File: src/spcfg_pkg.sv
package spcfg_pkg;

  // register addresses on the serial port (13-bit address field)
  localparam logic [12:0] SETUP_ADDR = 13'h0000;
  localparam logic [12:0] READBACK_ADDR = 13'h0004;
  localparam logic [12:0] PDSYNC_ADDR = 13'h0230;
  localparam logic [12:0] SPARE_ADDR = 13'h0231;
  localparam logic [12:0] XFER_ADDR = 13'h0232;

  // field positions in serial_port_setup
  localparam int OUTSEL_BIT = 7;
  localparam int LSB_FIRST_BIT = 6;
  localparam int RESTORE_BIT = 5;
  localparam int LONG_INSTR_BIT = 4;
  // field positions in readback_bank_choice and buffer_to_active_transfer
  localparam int BANK_BIT = 0;
  localparam int XFER_BIT = 0;

  // values after reset
  localparam logic [7:0] SETUP_RESET = 8'h18;
  localparam logic [7:0] READBACK_RESET = 8'h00;
  localparam logic [7:0] PDSYNC_RESET = 8'h00;

  // instruction word layout: read flag, byte count, address
  localparam int INSTR_BITS = 16;
  localparam int RW_POS = 15;
  localparam int WCNT_HI = 14;
  localparam int WCNT_LO = 13;
  localparam logic [3:0] INSTR_LAST = 4'hF;
  localparam logic [3:0] BYTE_LAST = 4'h7;
  localparam logic [1:0] WCNT_STREAM = 2'h3;

  typedef enum logic [3:0] {
    ST_IDLE = 4'h1,
    ST_INSTR = 4'h2,
    ST_DATA = 4'h4,
    ST_WAIT = 4'h8
  } port_state_t;

endpackage

File: src/reg_bank_pair.sv
`timescale 1ns/100ps
`default_nettype none
module reg_bank_pair #(
  parameter int ENTRIES = 1,
  parameter int W = 8,
  parameter logic [7:0] RESET_VAL = 8'h00,
  parameter int IDX_W = 1
) (
  input wire logic clk,
  input wire logic rst_n,
  input wire logic restore,
  input wire logic wr_en,
  input wire logic [IDX_W-1:0] wr_idx,
  input wire logic [W-1:0] wr_data,
  input wire logic xfer,
  input wire logic [IDX_W-1:0] rd_idx,
  input wire logic rd_active,
  output logic [W-1:0] rd_data,
  output logic [ENTRIES*W-1:0] active_out
);

  logic [ENTRIES*W-1:0] buf_flat;
  logic [W-1:0] rd_data_ff;

  initial begin
    if (ENTRIES < 1 || ENTRIES > (1 << IDX_W) || W != 8) begin
      $error("reg_bank_pair: unsupported ENTRIES, IDX_W or W");
    end
  end

  // each entry keeps a buffered copy and an active copy
  for (genvar g = 0; g < ENTRIES; g++) begin : gen_entry
    logic [W-1:0] buf_ff;
    logic [W-1:0] act_ff;
    // restore holds both copies at default for as long as it stands
    always_ff @(posedge clk or negedge rst_n) begin
      if (!rst_n) begin
        buf_ff <= RESET_VAL;
      end else if (restore) begin
        buf_ff <= RESET_VAL;
      end else if (wr_en && wr_idx == IDX_W'(g)) begin
        buf_ff <= wr_data;
      end
    end
    always_ff @(posedge clk or negedge rst_n) begin
      if (!rst_n) begin
        act_ff <= RESET_VAL;
      end else if (restore) begin
        act_ff <= RESET_VAL;
      end else if (xfer) begin
        act_ff <= buf_ff;
      end
    end
    assign buf_flat[g*W +: W] = buf_ff;
    assign active_out[g*W +: W] = act_ff;
  end

  // registered read port, bank chosen by the caller
  always_ff @(posedge clk or negedge rst_n) begin
    if (!rst_n) begin
      rd_data_ff <= RESET_VAL;
    end else if (rd_active) begin
      rd_data_ff <= active_out[rd_idx*W +: W];
    end else begin
      rd_data_ff <= buf_flat[rd_idx*W +: W];
    end
  end
  assign rd_data = rd_data_ff;
endmodule
`default_nettype wire

File: src/serial_port_config_regs.sv
`timescale 1ns/100ps
`default_nettype none
module serial_port_config_regs
  import spcfg_pkg::*;
#(
  parameter int ENTRIES = 1
) (
  input wire logic clk,
  input wire logic rst_n,
  input wire logic sclk_pin,
  input wire logic cs_n_pin,
  input wire logic sdio_in,
  output logic sdio_out,
  output logic sdio_oe_n,
  output logic serial_data_out_pin,
  output logic serial_data_out_oe_n,
  output logic restore_active,
  output logic lsb_first_mode,
  output logic [7:0] pdsync_active
);
  import spcfg_pkg::*;

  initial begin
    if (ENTRIES != 1) begin
      $error("serial_port_config_regs: only one buffered register is mapped");
    end
  end

  logic sclk_s1_ff, sclk_s2_ff, sclk_s3_ff;
  logic cs_s1_ff, cs_s2_ff;
  logic din_s1_ff, din_s2_ff;
  port_state_t state_ff;
  logic [3:0] bit_cnt_ff;
  logic [15:0] instr_sh_ff;
  logic [7:0] data_sh_ff;
  logic [12:0] addr_ff;
  logic rd_ff, stream_ff, order_lsb_ff;
  logic [1:0] bytes_left_ff;
  logic fetch_ff, fetch_d1_ff;
  logic [7:0] out_sh_ff;
  logic out_bit_ff;
  logic [7:0] setup_ff;
  logic readback_ff;
  logic [15:0] instr_next;
  logic [7:0] byte_next;
  logic sclk_rise, sclk_fall, cs_active;
  logic last_instr, last_bit, more_bytes, wr_now, driving;
  logic restore, xfer_pulse, mem_wr;
  logic [7:0] mem_rd;

  // pins come from the host's domain: two flops before anything looks
  always_ff @(posedge clk or negedge rst_n) begin
    if (!rst_n) begin
      sclk_s1_ff <= 1'b0;
      sclk_s2_ff <= 1'b0;
      sclk_s3_ff <= 1'b0;
      cs_s1_ff <= 1'b1;
      cs_s2_ff <= 1'b1;
      din_s1_ff <= 1'b0;
      din_s2_ff <= 1'b0;
    end else begin
      sclk_s1_ff <= sclk_pin;
      sclk_s2_ff <= sclk_s1_ff;
      sclk_s3_ff <= sclk_s2_ff;
      cs_s1_ff <= cs_n_pin;
      cs_s2_ff <= cs_s1_ff;
      din_s1_ff <= sdio_in;
      din_s2_ff <= din_s1_ff;
    end
  end

  assign sclk_rise = sclk_s2_ff & ~sclk_s3_ff;
  assign sclk_fall = ~sclk_s2_ff & sclk_s3_ff;
  assign cs_active = ~cs_s2_ff;
  assign restore = setup_ff[RESTORE_BIT];

  // next shift contents; first bit ends up in bit 0 when lsb first
  always_comb begin
    if (order_lsb_ff) begin
      instr_next = {din_s2_ff, instr_sh_ff[15:1]};
      byte_next = {din_s2_ff, data_sh_ff[7:1]};
    end else begin
      instr_next = {instr_sh_ff[14:0], din_s2_ff};
      byte_next = {data_sh_ff[6:0], din_s2_ff};
    end
  end

  assign last_instr = (state_ff == ST_INSTR) && sclk_rise &&
                      (bit_cnt_ff == INSTR_LAST);
  assign last_bit = (state_ff == ST_DATA) && sclk_rise &&
                    (bit_cnt_ff == BYTE_LAST);
  assign more_bytes = stream_ff || (bytes_left_ff != 2'h0);
  assign wr_now = last_bit && !rd_ff;
  assign driving = rd_ff && (state_ff == ST_DATA);

  // frame sequencer; a rising chip select aborts any frame at once
  always_ff @(posedge clk or negedge rst_n) begin
    if (!rst_n) begin
      state_ff <= ST_IDLE;
      bit_cnt_ff <= 4'h0;
      instr_sh_ff <= 16'h0000;
      data_sh_ff <= 8'h00;
      addr_ff <= 13'h0000;
      rd_ff <= 1'b0;
      stream_ff <= 1'b0;
      bytes_left_ff <= 2'h0;
      order_lsb_ff <= 1'b0;
    end else if (!cs_active) begin
      state_ff <= ST_IDLE;
      rd_ff <= 1'b0;
    end else begin
      case (state_ff)
        ST_IDLE: begin
          // order is frozen per frame so a setup write cannot split it
          state_ff <= ST_INSTR;
          bit_cnt_ff <= 4'h0;
          order_lsb_ff <= setup_ff[LSB_FIRST_BIT];
        end
        ST_INSTR: begin
          if (sclk_rise) begin
            instr_sh_ff <= instr_next;
            bit_cnt_ff <= bit_cnt_ff + 4'h1;
            if (bit_cnt_ff == INSTR_LAST) begin
              state_ff <= ST_DATA;
              bit_cnt_ff <= 4'h0;
              rd_ff <= instr_next[RW_POS];
              bytes_left_ff <= instr_next[WCNT_HI:WCNT_LO];
              stream_ff <= instr_next[WCNT_HI:WCNT_LO] == WCNT_STREAM;
              addr_ff <= instr_next[12:0];
            end
          end
        end
        ST_DATA: begin
          if (sclk_rise) begin
            data_sh_ff <= byte_next;
            bit_cnt_ff <= bit_cnt_ff + 4'h1;
            if (bit_cnt_ff == BYTE_LAST) begin
              bit_cnt_ff <= 4'h0;
              if (order_lsb_ff) begin
                addr_ff <= addr_ff + 13'h0001;
              end else begin
                addr_ff <= addr_ff - 13'h0001;
              end
              if (!more_bytes) begin
                state_ff <= ST_WAIT;
              end else if (!stream_ff) begin
                bytes_left_ff <= bytes_left_ff - 2'h1;
              end
            end
          end
        end
        ST_WAIT: begin
          state_ff <= ST_WAIT;
        end
        default: begin
          state_ff <= ST_IDLE;
        end
      endcase
    end
  end

  // read fetch in the cycle the address settles, load one after that
  always_ff @(posedge clk or negedge rst_n) begin
    if (!rst_n) begin
      fetch_ff <= 1'b0;
      fetch_d1_ff <= 1'b0;
    end else begin
      fetch_ff <= (last_instr && instr_next[RW_POS]) ||
                  (last_bit && rd_ff && more_bytes);
      fetch_d1_ff <= fetch_ff;
    end
  end

  // output shifter: loaded between edges, moved on each falling sclk
  always_ff @(posedge clk or negedge rst_n) begin
    if (!rst_n) begin
      out_sh_ff <= 8'h00;
      out_bit_ff <= 1'b0;
    end else if (fetch_d1_ff) begin
      if (addr_ff == SETUP_ADDR) begin
        out_sh_ff <= setup_ff;
      end else if (addr_ff == READBACK_ADDR) begin
        out_sh_ff <= {7'h00, readback_ff};
      end else if (addr_ff == PDSYNC_ADDR) begin
        out_sh_ff <= mem_rd;
      end else begin
        out_sh_ff <= 8'h00; // spare, transfer and unmapped read 0
      end
    end else if (sclk_fall && driving) begin
      if (order_lsb_ff) begin
        out_bit_ff <= out_sh_ff[0];
        out_sh_ff <= {1'b0, out_sh_ff[7:1]};
      end else begin
        out_bit_ff <= out_sh_ff[7];
        out_sh_ff <= {out_sh_ff[6:0], 1'b0};
      end
    end
  end

  // setup register stays writable during restore, else it could not end
  always_ff @(posedge clk or negedge rst_n) begin
    if (!rst_n) begin
      setup_ff <= SETUP_RESET;
    end else if (wr_now && addr_ff == SETUP_ADDR) begin
      setup_ff <= byte_next;
    end
  end

  // bank choice takes effect at once, not through the buffer
  always_ff @(posedge clk or negedge rst_n) begin
    if (!rst_n) begin
      readback_ff <= READBACK_RESET[BANK_BIT];
    end else if (restore) begin
      readback_ff <= READBACK_RESET[BANK_BIT];
    end else if (wr_now && addr_ff == READBACK_ADDR) begin
      readback_ff <= byte_next[BANK_BIT];
    end
  end

  // transfer is a pulse only, so the bit is never stored (self-clearing)
  assign xfer_pulse = wr_now && addr_ff == XFER_ADDR &&
                      byte_next[XFER_BIT] && !restore;
  assign mem_wr = wr_now && addr_ff == PDSYNC_ADDR && !restore;

  reg_bank_pair #(
    .ENTRIES(ENTRIES),
    .W(8),
    .RESET_VAL(PDSYNC_RESET),
    .IDX_W(1)
  ) u_bank (
    .clk(clk),
    .rst_n(rst_n),
    .restore(restore),
    .wr_en(mem_wr),
    .wr_idx(1'b0),
    .wr_data(byte_next),
    .xfer(xfer_pulse),
    .rd_idx(1'b0),
    .rd_active(readback_ff),
    .rd_data(mem_rd),
    .active_out(pdsync_active)
  );

  // enables low while driving; the unused pin always floats
  assign sdio_oe_n = ~(driving && !setup_ff[OUTSEL_BIT]);
  assign serial_data_out_oe_n = ~(driving && setup_ff[OUTSEL_BIT]);
  assign sdio_out = out_bit_ff;
  assign serial_data_out_pin = out_bit_ff;
  assign restore_active = restore;
  assign lsb_first_mode = setup_ff[LSB_FIRST_BIT];
endmodule
`default_nettype wire

File: config.mk
export PLATFORM = sky130hd
export DESIGN_NAME = serial_port_config_regs
export DESIGN_NICKNAME = d
export VERILOG_FILES = /design/src/spcfg_pkg.sv /design/src/reg_bank_pair.sv /design/src/serial_port_config_regs.sv
export SDC_FILE = /design/constraint.sdc
export NUM_CORES = 1
export LEC_CHECK = 0
export BUFFER_PORTS_ARGS = -buffer_cell sky130_fd_sc_hd__buf_2
export CAP_MARGIN = 20
export CORE_MARGIN = 2
export CORE_UTILIZATION = 62
export DETAILED_ROUTE_END_ITERATION = 8
export PLACE_DENSITY = 0.8
export SKIP_LAST_GASP = 1
export SYNTH_ARGS = -nofsm -noshare
export SYNTH_HDL_FRONTEND = slang
export SYNTH_SLANG_ARGS = --single-unit
File: constraint.sdc
create_clock -name clk -period 3.59 [get_ports clk]
set_clock_uncertainty 0.15 [all_clocks]
set_input_delay 0.718 -clock clk [delete_from_list [all_inputs] [get_ports clk]]
set_output_delay 0.718 -clock clk [all_outputs]
set_load 0.02 [all_outputs]
==> impl_metrics.tcl, run 1 <==
set metrics [dict create \
    outcome "finished clean" \
    path_cells "or4b_1 -> nor4_4 -> nand3_2 -> mux2i_1 -> nor2_1" \
    met2_usage_pct 41.6 \
    grtUsageMet1_pct 38.4 \
    fin_crit_sh_pct 79.1 \
    crit_required_ns 3.68 \
    syn-num-nets 554 \
    wl_um 11300 \
    p_per_area_nw_per_um2 347 \
    synth-main-ff-cell "dfrtp_1" \
    fin_crit_ns 2.84 \
    yosys_warnings 0 \
    dp_hpwl_um 7780 \
    fin_nets 561 \
    cts_htree_levels 3 \
    grt_start_max_net_pins 62 \
    die_area_um2 9280 \
    syn_area_per_cell_um2 9.88 \
    routabilityCongestion 0.831 \
    critical_path.max_fanout 15 \
    critPathTopFamily "simple AND/OR/NAND/NOR gates" \
    core_um2 8260 \
    busiest_layer "met2" \
    fin_tns_setup_ns 0 \
    synth_seq_cells 101 \
    placed_area_um2 5450 \
    grtUsageTotal_pct 26.5 \
    wl_per_cell_um 17.3 \
    postCtsHoldBufs 0 \
    grtUsageMet3_pct 4.62 \
    drcViolationCount 0 \
    final_util_pct 68.6 \
    cts_made_buffers 9 \
    final_cell_area_um2 5670 \
    cts.clk_slew.worst_paths_ns 0.12 \
    yosysTopAreaCell "dfrtp_1" \
    grt-ovfl-total 0 \
    die_h_um 96.3 \
    drt-vias-per-instance 6.18 \
    vdd_ir_drop_max_mv 0.207 \
    cp_slowest_cell "or4b_1" \
    drive_gt1_share_pct 12.8 \
    hp-class "in2async" \
    synth_most_common_cell "dfrtp_1" \
    maxSlewViolCount 0 \
    drt_first_pass_iters 5 \
    antenna_found_initial 0 \
    cts_tree "done" \
    post-place-cells 636 \
    synth.top_cells.by_count "96 x dfrtp_1, 70 x nand2_1, 51 x o21ai_0" \
    post_synth_main_area_contributors "dfrtp_1 45%, mux2i_1 7.8%, nand2_1 5.0%, o21ai_0 4.8%, nor2_1 3.1%" \
    vias 4028 \
    finalSetupViolations 0 \
    hold_viol_final 0 \
    synth_top_area_share_pct 45.5 \
    power_leakage_nw 2.49 \
    stdcell_count 652 \
    cp-start-kind "flop" \
    path_buf_inv 0 \
    cap_violations 0 \
    syn-cell-area_um2 5290 \
    diodes 0 \
    yosysSeqAreaShare_pct 47.9 \
    cp.arrival_ns 2.93 \
    synth_cell_types 64 \
    ctsRootBufferMaster "clkbuf_8" \
    clock_latency_ns 0.38 \
    post-cts-setup-buffers 0 \
    rows 33 \
    area_delta_synth_final_pct 7.24 \
    syn_inst 535 \
    postSynth.asyncResetShare_pct 100 \
    slew_headroom_pct 43.1 \
    reg2reg_slack_ns 0.75 \
    grt_first_pass_wirelength_um 18900 \
    synth-edff-count 0 \
    cts_resized 0 \
    io_buffers 18 \
    die_w_um 96.3 \
    critPathKind "reg2reg" \
    endpoint_kind "flop" \
    rsz0062_at_grt "no" \
    first_iter_violations 265 \
    clk_path_buf_depth 2 \
    slowest_delay_ns 0.85 \
    grt_pass1_vias 3858 \
    cts_sinks 101 \
    initial_utilization_pct 64.0 \
    worst_pin_slew_ns 0.852 \
    ant_nets 0 \
    max_freq_ghz 0.352 \
    ioPinCount 19 \
]
layout make-up:
class,count,area (um2)
Sequential cell,101,2530
Clock buffer,9,124
Multi-Input combinational cell,399,2620
Clock inverter,7,90.1
Timing Repair Buffer,23,143
Fill cell,640,2590
Inverter,8,30.0
Tap cell,105,131
routing by layer:
metal	vias up	part of all wire, %	wire length (um)
li1	1956	-	-
met1	1960	48	5380
met2	89	47	5320
met3	23	3.3	369
met4	0	1.8	201
met5	-	0	0
metrics by stage:
step                power, W  hold WS, ns  setup slack (ns)
global route         0.00203        0.198             0.560
finish               0.00197        0.166             0.752
detailed placement   0.00126        0.193             0.805
global placement     0.00126        0.183             0.846
CTS                  0.00199        0.177             0.776
floorplan            0.00122        0.181             0.473
logic make-up (layout without fill, tap and decap cells):
family                     count (synthesis)  count (layout)  synth area share, %
xor gates and xnor gates                   8               8                 1.33
DFF                                      101             101                 47.9
muxes                                     51              51                 9.90
adders and majority gates                 14              14                 3.46
and+or+nand+nor                          180             180                 17.3
AOI/OAI and AO/OA                        146             146                 17.4
buffers and inverters                     35              47                 2.75
state kept, by name, summed over array words and instances, names as in the netlist, 2 cells and up:
signal / count
bytes_left_ff: 2
u_bank.rd_data: 8
data_sh_ff: 8
bit_cnt_ff: 4
u_bank.buf_flat: 8
instr_sh_ff: 16
addr_ff: 13
state_ff: 4
setup_ff: 8
u_bank.active_out: 8
out_sh_ff: 8
worst paths after layout:
path,start,end,cells after the start
hold reg to reg,din_s1_ff,din_s2_ff,0
setup / recovery,state_ff[1],u_bank.active_out[0],5
setup reg to reg,state_ff[1],u_bank.active_out[0],5
max in group asynchronous,rst_n,setup_ff[3],2
hold / removal,rst_n,u_bank.buf_flat[6],1
min in group clk,din_s1_ff,din_s2_ff,0
power by group:
part / switching (W) / internal [W] / leakage, nW / total (W)
sequential: 0.0000146 / 0.00115 / 1.38 / 0.00117
clock: 0.000453 / 0.000279 / 0.101 / 0.000732
combinational: 0.0000467 / 0.0000219 / 1.01 / 0.0000686
total: 0.000514 / 0.00145 / 2.49 / 0.00197
placed cells by master (no fill, tap or decap), types with 4 or more instances in the layout:
cell type / synthesis / routed
nand2b_1: 8 / 8
inv_1: 8 / 8
nand3_1: 10 / 10
o22ai_1: 4 / 4
clkinv_8: 0 / 4
nor3_1: 7 / 7
nor2_1: 44 / 44
mux2_2: 10 / 10
xnor2_1: 4 / 4
a21oi_1: 29 / 29
dfrtp_1: 96 / 95
or2_2: 5 / 5
buf_2: 2 / 17
o21a_1: 5 / 5
or3_1: 4 / 4
o21ai_0: 51 / 51
xor2_1: 4 / 4
a22oi_1: 9 / 9
o31ai_1: 4 / 4
nand2_1: 70 / 70
clkbuf_8: 0 / 9
a211oi_1: 10 / 10
mux2i_1: 41 / 41
dfstp_2: 5 / 5
ha_1: 13 / 13
buf_4: 1 / 5
No activity file was read; power rests on OpenSTA's default activity.
==> run 2, diff against run 1 <==
==> constraint.sdc (replaced) <==
create_clock -name clk -period 2.8 [get_ports clk]
set_clock_uncertainty 0.15 [all_clocks]
set_input_delay 0.56 -clock clk [delete_from_list [all_inputs] [get_ports clk]]
set_output_delay 0.56 -clock clk [all_outputs]
set_load 0.02 [all_outputs]
==> run 2 against run 1 <==
Clock power up 35%. Sequential cell count unchanged. Power grew 31%. First-iteration DRC count decreased by 21%. Sequential power up 28%. Cell count up 2.1%. Clock-buffer cell count stayed put. Hold slack lost 0.058 ns.
==> impl_metrics.tcl, run 2 (synthesis results as in run 1) <==
set metrics [dict create \
    regMostFlops "instr_sh_ff" \
    post-cts-setup-buffers 0 \
    largest_reg_flops 16 \
    cap_violations 0 \
    hold_path_depth 1 \
    die_h_um 96.3 \
    max_freq_ghz 0.385 \
    fillCellCount 632 \
    first_iter_violations 210 \
    core_um2 8260 \
    crit_required_ns 2.09 \
    cp.arrival_ns 1.89 \
    grt_pass1_vias 4009 \
    clk_path_buf_depth 2 \
    path_cells "nor4b_4 -> buf_4 -> nand3b_1 -> buf_2" \
    cts_tree "done" \
    grt_start_max_net_pins 71 \
    initial_utilization_pct 64.0 \
    slowest_delay_ns 0.50 \
    antenna_found_initial 0 \
    drt-vias-per-instance 6.25 \
    top_regs "instr_sh_ff: 16 flops, addr_ff: 13 flops" \
    cp_slowest_cell "dfrtp_1" \
    endpoint_kind "primary output" \
    swShare_pct 27.1 \
    stdcell_count 666 \
    vias 4163 \
    io_buffers 18 \
    cp-start-kind "flop" \
    ant_nets 0 \
    path_buf_inv 2 \
    critPathTopFamily "buffers and inverters" \
    diodes 0 \
    fin_tns_setup_ns 0 \
    whs_endpoint "cs_s1_ff" \
    dp_hpwl_um 8090 \
    drt_first_pass_iters 5 \
    r2r-end "addr_ff[11]" \
    r2r_cells 8 \
    ctsRootBufferMaster "clkbuf_8" \
    grtUsageTotal_pct 27.9 \
    grt_first_pass_wirelength_um 19700 \
    final_common_cell "dfrtp_1" \
    wl_um 11800 \
    cts.clk_slew.worst_paths_ns 0.12 \
    drcViolationCount 0 \
    vdd_ir_drop_max_mv 0.348 \
    maxSlewViolCount 0 \
    routabilityCongestion 0.931 \
    outcome "finished clean" \
    wl_per_cell_um 17.7 \
    layout_common_cells "95 x dfrtp_1, 70 x nand2_1, 51 x o21ai_0" \
    reg2reg_slack_ns 0.23 \
    area_delta_synth_final_pct 9.40 \
    rsz0062_at_grt "no" \
    fin_nets 575 \
    p_int_w 0.00188 \
    fin_crit_sh_pct 92.7 \
    hp-class "in2reg" \
    cts_made_buffers 9 \
    cts_sinks 101 \
    post-place-cells 649 \
    p_per_area_nw_per_um2 447 \
    die_w_um 96.3 \
    rows 33 \
    ioPinCount 19 \
    pwr-share-seq_pct 58.0 \
    combinationalPowerShare_pct 3.7 \
    power_leakage_nw 2.56 \
    worst_pin_slew_ns 0.842 \
    finalSetupViolations 0 \
    worstReg2RegStart "order_lsb_ff" \
    clock_latency_ns 0.38 \
    final_util_pct 70.0 \
    hold_viol_final 0 \
    fin_crit_ns 2.60 \
    worstHoldStart "cs_n_pin" \
    critical_path.max_fanout 26 \
    critPathKind "reg2out" \
    switchingPower_w 0.000699 \
    slew_headroom_pct 43.7 \
    grt-ovfl-total 0 \
    drive_gt1_share_pct 14.8 \
    cts_htree_levels 3 \
    clockPowerShare_pct 38.3 \
    die_area_um2 9280 \
]
run 2: area by class of cell:
class	instances	area [um2]	area share [%]
Timing Repair Buffer	37	250	4.33
Clock buffer	9	124	2.14
Inverter	8	30.0	0.519
Tap cell	105	131	2.27
Clock inverter	7	96.3	1.67
Multi-Input combinational cell	399	2620	45.2
Sequential cell	101	2530	43.8
run 2: power groups by stage:
stage	clock (W)	combinational (W)	sequential (W)
finish	0.000988	0.0000965	0.00150
global route	0.00106	0.000110	0.00150
CTS	0.00101	0.0000984	0.00150
detailed placement	0	0.0000966	0.00152
global placement	0	0.0000928	0.00152
floorplan	0	0.0000407	0.00152
run 2: timing repair:
item,CTS,global route
hold buffers,1,0
hold endpoints to repair,30,0
resized for setup,0,0
run 2: through the flow:
stage,worst slack [ns],area (um2),power [W],hold slack (ns)
after floorplan,0.0550,5290,0.00156,0.114
after global placement,0.359,5550,0.00162,0.183
after CTS,0.205,5780,0.00260,0.0946
after global routing,0.0512,5780,0.00267,0.0815
final,0.205,5780,0.00258,0.108
after detailed placement,0.304,5550,0.00162,0.186
run 2: worst register-to-register path, delay by kind of cell (launching register included):
kind	cells	cell delay (ns)
buf+inv	2	0.27
fa+ha+maj	1	0.28
simple gates	1	0.22
flops	1	0.41
compound gates	4	1.15
run 2: per-layer routing:
metal  vias to the layer above  GRT usage [%]  part of all wire, %
li1                       1982              -                    -
met1                      2042           39.1                   45
met2                       120           43.2                   48
met3                        19           5.95                  4.5
met4                         0           9.98                  2.2
met5                         -              0                    0
run 2: worst max path at each step:
stage,depth (start not counted),end,startpoint
after global placement,5,u_bank.active_out[5],state_ff[1]
after CTS,4,sdio_oe_n,state_ff[1]
after detailed placement,8,addr_ff[11],order_lsb_ff
after floorplan,9,addr_ff[11],order_lsb_ff
final,4,sdio_oe_n,state_ff[1]
after global routing,8,addr_ff[11],order_lsb_ff
==> run 3, diff against run 2 <==
--- a/config.mk
+++ b/config.mk
@@ -8,9 +8,9 @@
 export BUFFER_PORTS_ARGS = -buffer_cell sky130_fd_sc_hd__buf_2
 export CAP_MARGIN = 20
 export CORE_MARGIN = 2
-export CORE_UTILIZATION = 62
+export CORE_UTILIZATION = 56
 export DETAILED_ROUTE_END_ITERATION = 8
-export PLACE_DENSITY = 0.8
+export PLACE_DENSITY = 0.76
 export SKIP_LAST_GASP = 1
 export SYNTH_ARGS = -nofsm -noshare
 export SYNTH_HDL_FRONTEND = slang
==> constraint.sdc (replaced) <==
create_clock -name clk -period 2.2 [get_ports clk]
set_clock_uncertainty 0.15 [all_clocks]
set_input_delay 0.44 -clock clk [delete_from_list [all_inputs] [get_ports clk]]
set_output_delay 0.44 -clock clk [all_outputs]
set_load 0.02 [all_outputs]
==> run 3 against run 2 <==
The run now ends with setup timing left. First-iteration DRC count up 61%. Power up 31%. Sequential share of layout area down 7.5 points. Clock power up 35%. Critical path type is now reg2reg.
==> impl_metrics.tcl, run 3 (synthesis results as in run 1) <==
set metrics [dict create \
    outcome "finished, violations left" \
    violations "setup timing" \
    cap_violations 0 \
    top_regs "instr_sh_ff: 16 flops, addr_ff: 13 flops" \
    clock_latency_ns 0.37 \
    cts.clk_slew.worst_paths_ns 0.11 \
    initial_utilization_pct 57.5 \
    cts_sinks 101 \
    area_delta_synth_final_pct 32.2 \
    ioPinCount 19 \
    vias 4752 \
    first_iter_violations 339 \
    p_per_area_nw_per_um2 485 \
    layout_common_cells "92 x dfrtp_1, 72 x buf_4, 61 x nand2_1" \
    rsz0062_at_grt "yes" \
    finalSetupViolations 32 \
    layout_setup_ws_ns -0.300 \
    hp-class "in2reg" \
    rows 35 \
    hold_viol_final 0 \
    wl_per_cell_um 20.4 \
    drive_gt1_share_pct 36.7 \
    largest_reg_flops 16 \
    post-place-cells 700 \
    worst_pin_slew_ns 0.609 \
    path_cells "buf_12 -> clkinvlp_4 -> fa_2 -> a21oi_4 -> o211ai_1 -> a311oi_1 -> xnor2_1 -> a221o_1" \
    crit_required_ns 2.32 \
    grt_first_pass_wirelength_um 22500 \
    cts_made_buffers 9 \
    fin_nets 651 \
    max_freq_ghz 0.400 \
    die_h_um 101 \
    hold_ws_ns 0.0183 \
    slew_headroom_pct 59.4 \
    drcViolationCount 0 \
    critPathKind "reg2reg" \
    endpoint_kind "flop" \
    cts_htree_levels 3 \
    cp_slowest_cell "dfrtp_2" \
    die_area_um2 10200 \
    fin_crit_ns 2.50 \
    regMostFlops "instr_sh_ff" \
    grt_start_max_net_pins 48 \
    routabilityCongestion 0.924 \
    die_w_um 101 \
    wl_um 15200 \
    fillCellCount 552 \
    vdd_ir_drop_max_mv 0.542 \
    ctsRootBufferMaster "clkbuf_8" \
    final_util_pct 76.0 \
    core_um2 9200 \
    slowest_delay_ns 0.44 \
    final_common_cell "dfrtp_1" \
    power_leakage_nw 3.04 \
    drt-vias-per-instance 6.35 \
    grt-ovfl-total 0 \
    maxSlewViolCount 0 \
    drt_first_pass_iters 5 \
    io_buffers 18 \
    antenna_found_initial 0 \
    grtUsageTotal_pct 28.3 \
    grt_pass1_vias 4428 \
    diodes 0 \
    dp_hpwl_um 8920 \
    cp-start-kind "flop" \
    cts_tree "done" \
    critical_path.max_fanout 4 \
    fin_crit_sh_pct 114 \
    ant_nets 0 \
    cp.arrival_ns 2.62 \
    stdcell_count 748 \
    clk_path_buf_depth 2 \
]
## run 3: area by class of cell
class | instances | area [um2] | share of cell area [%]
repair inverters | 1 | 7.51 | 0.107
well taps | 111 | 139 | 1.99
multi-input cells | 400 | 3120 | 44.6
flip-flops and latches | 101 | 2540 | 36.3
clock inverters | 7 | 100 | 1.43
repair buffers | 111 | 927 | 13.3
inverters | 8 | 33.8 | 0.484
clock buffers | 9 | 124 | 1.77
## run 3: worst paths after layout
path,start,end,slack [ns],cells past startpoint
min,sclk_pin,sclk_s1_ff,0.02,1
min in group asynchronous,rst_n,addr_ff[9],0.38,2
max reg2reg,order_lsb_ff,addr_ff[10],-0.30,8
max,order_lsb_ff,addr_ff[10],-0.30,8
max in group asynchronous,rst_n,setup_ff[4],0.88,3
min reg2reg,din_s1_ff,din_s2_ff,0.22,0
## run 3: timing repair
item / CTS / global route
gates resized for setup: 38 / 73
hold buffers: 2 / 0
hold endpoints to repair: 25 / 0
buffers inserted: 15 / 15
pin swaps: 22 / 38
cloned: 3 / 0
setup endpoints to repair: 43 / 46
## run 3: worst max-delay path, delay by kind of cell (launching register included)
family | cells | cell delay [ns]
compound gates | 4 | 1.01
xor+xnor | 1 | 0.11
buf+inv | 2 | 0.24
fa+ha+maj | 1 | 0.44
flops | 1 | 0.44
## run 3: power by group
part	internal, W	switching (W)
Clock	0.000570	0.000758
Combinational	0.0000602	0.0000939
Sequential	0.00188	0.0000241
## run 3: routing by layer
layer	routed length (um)	GRT usage, %	vias up
met2	7530	46.6	209
met3	855	4.28	48
met5	0	0	-
met4	556	9.15	0
li1	-	-	2139
met1	6300	38.8	2356
## run 3: stage by stage
stage	setup slack, ns	setup TNS [ns]	total power, W	instance area [um2]
global route	-0.349	-5.70	0.00348	6990
global placement	-0.261	-1.82	0.00207	5990
CTS	-0.191	-1.11	0.00338	6540
floorplan	-0.420	-3.26	0.00199	5440
finish	-0.300	-3.04	0.00339	6990
detailed placement	-0.304	-3.55	0.00207	5990
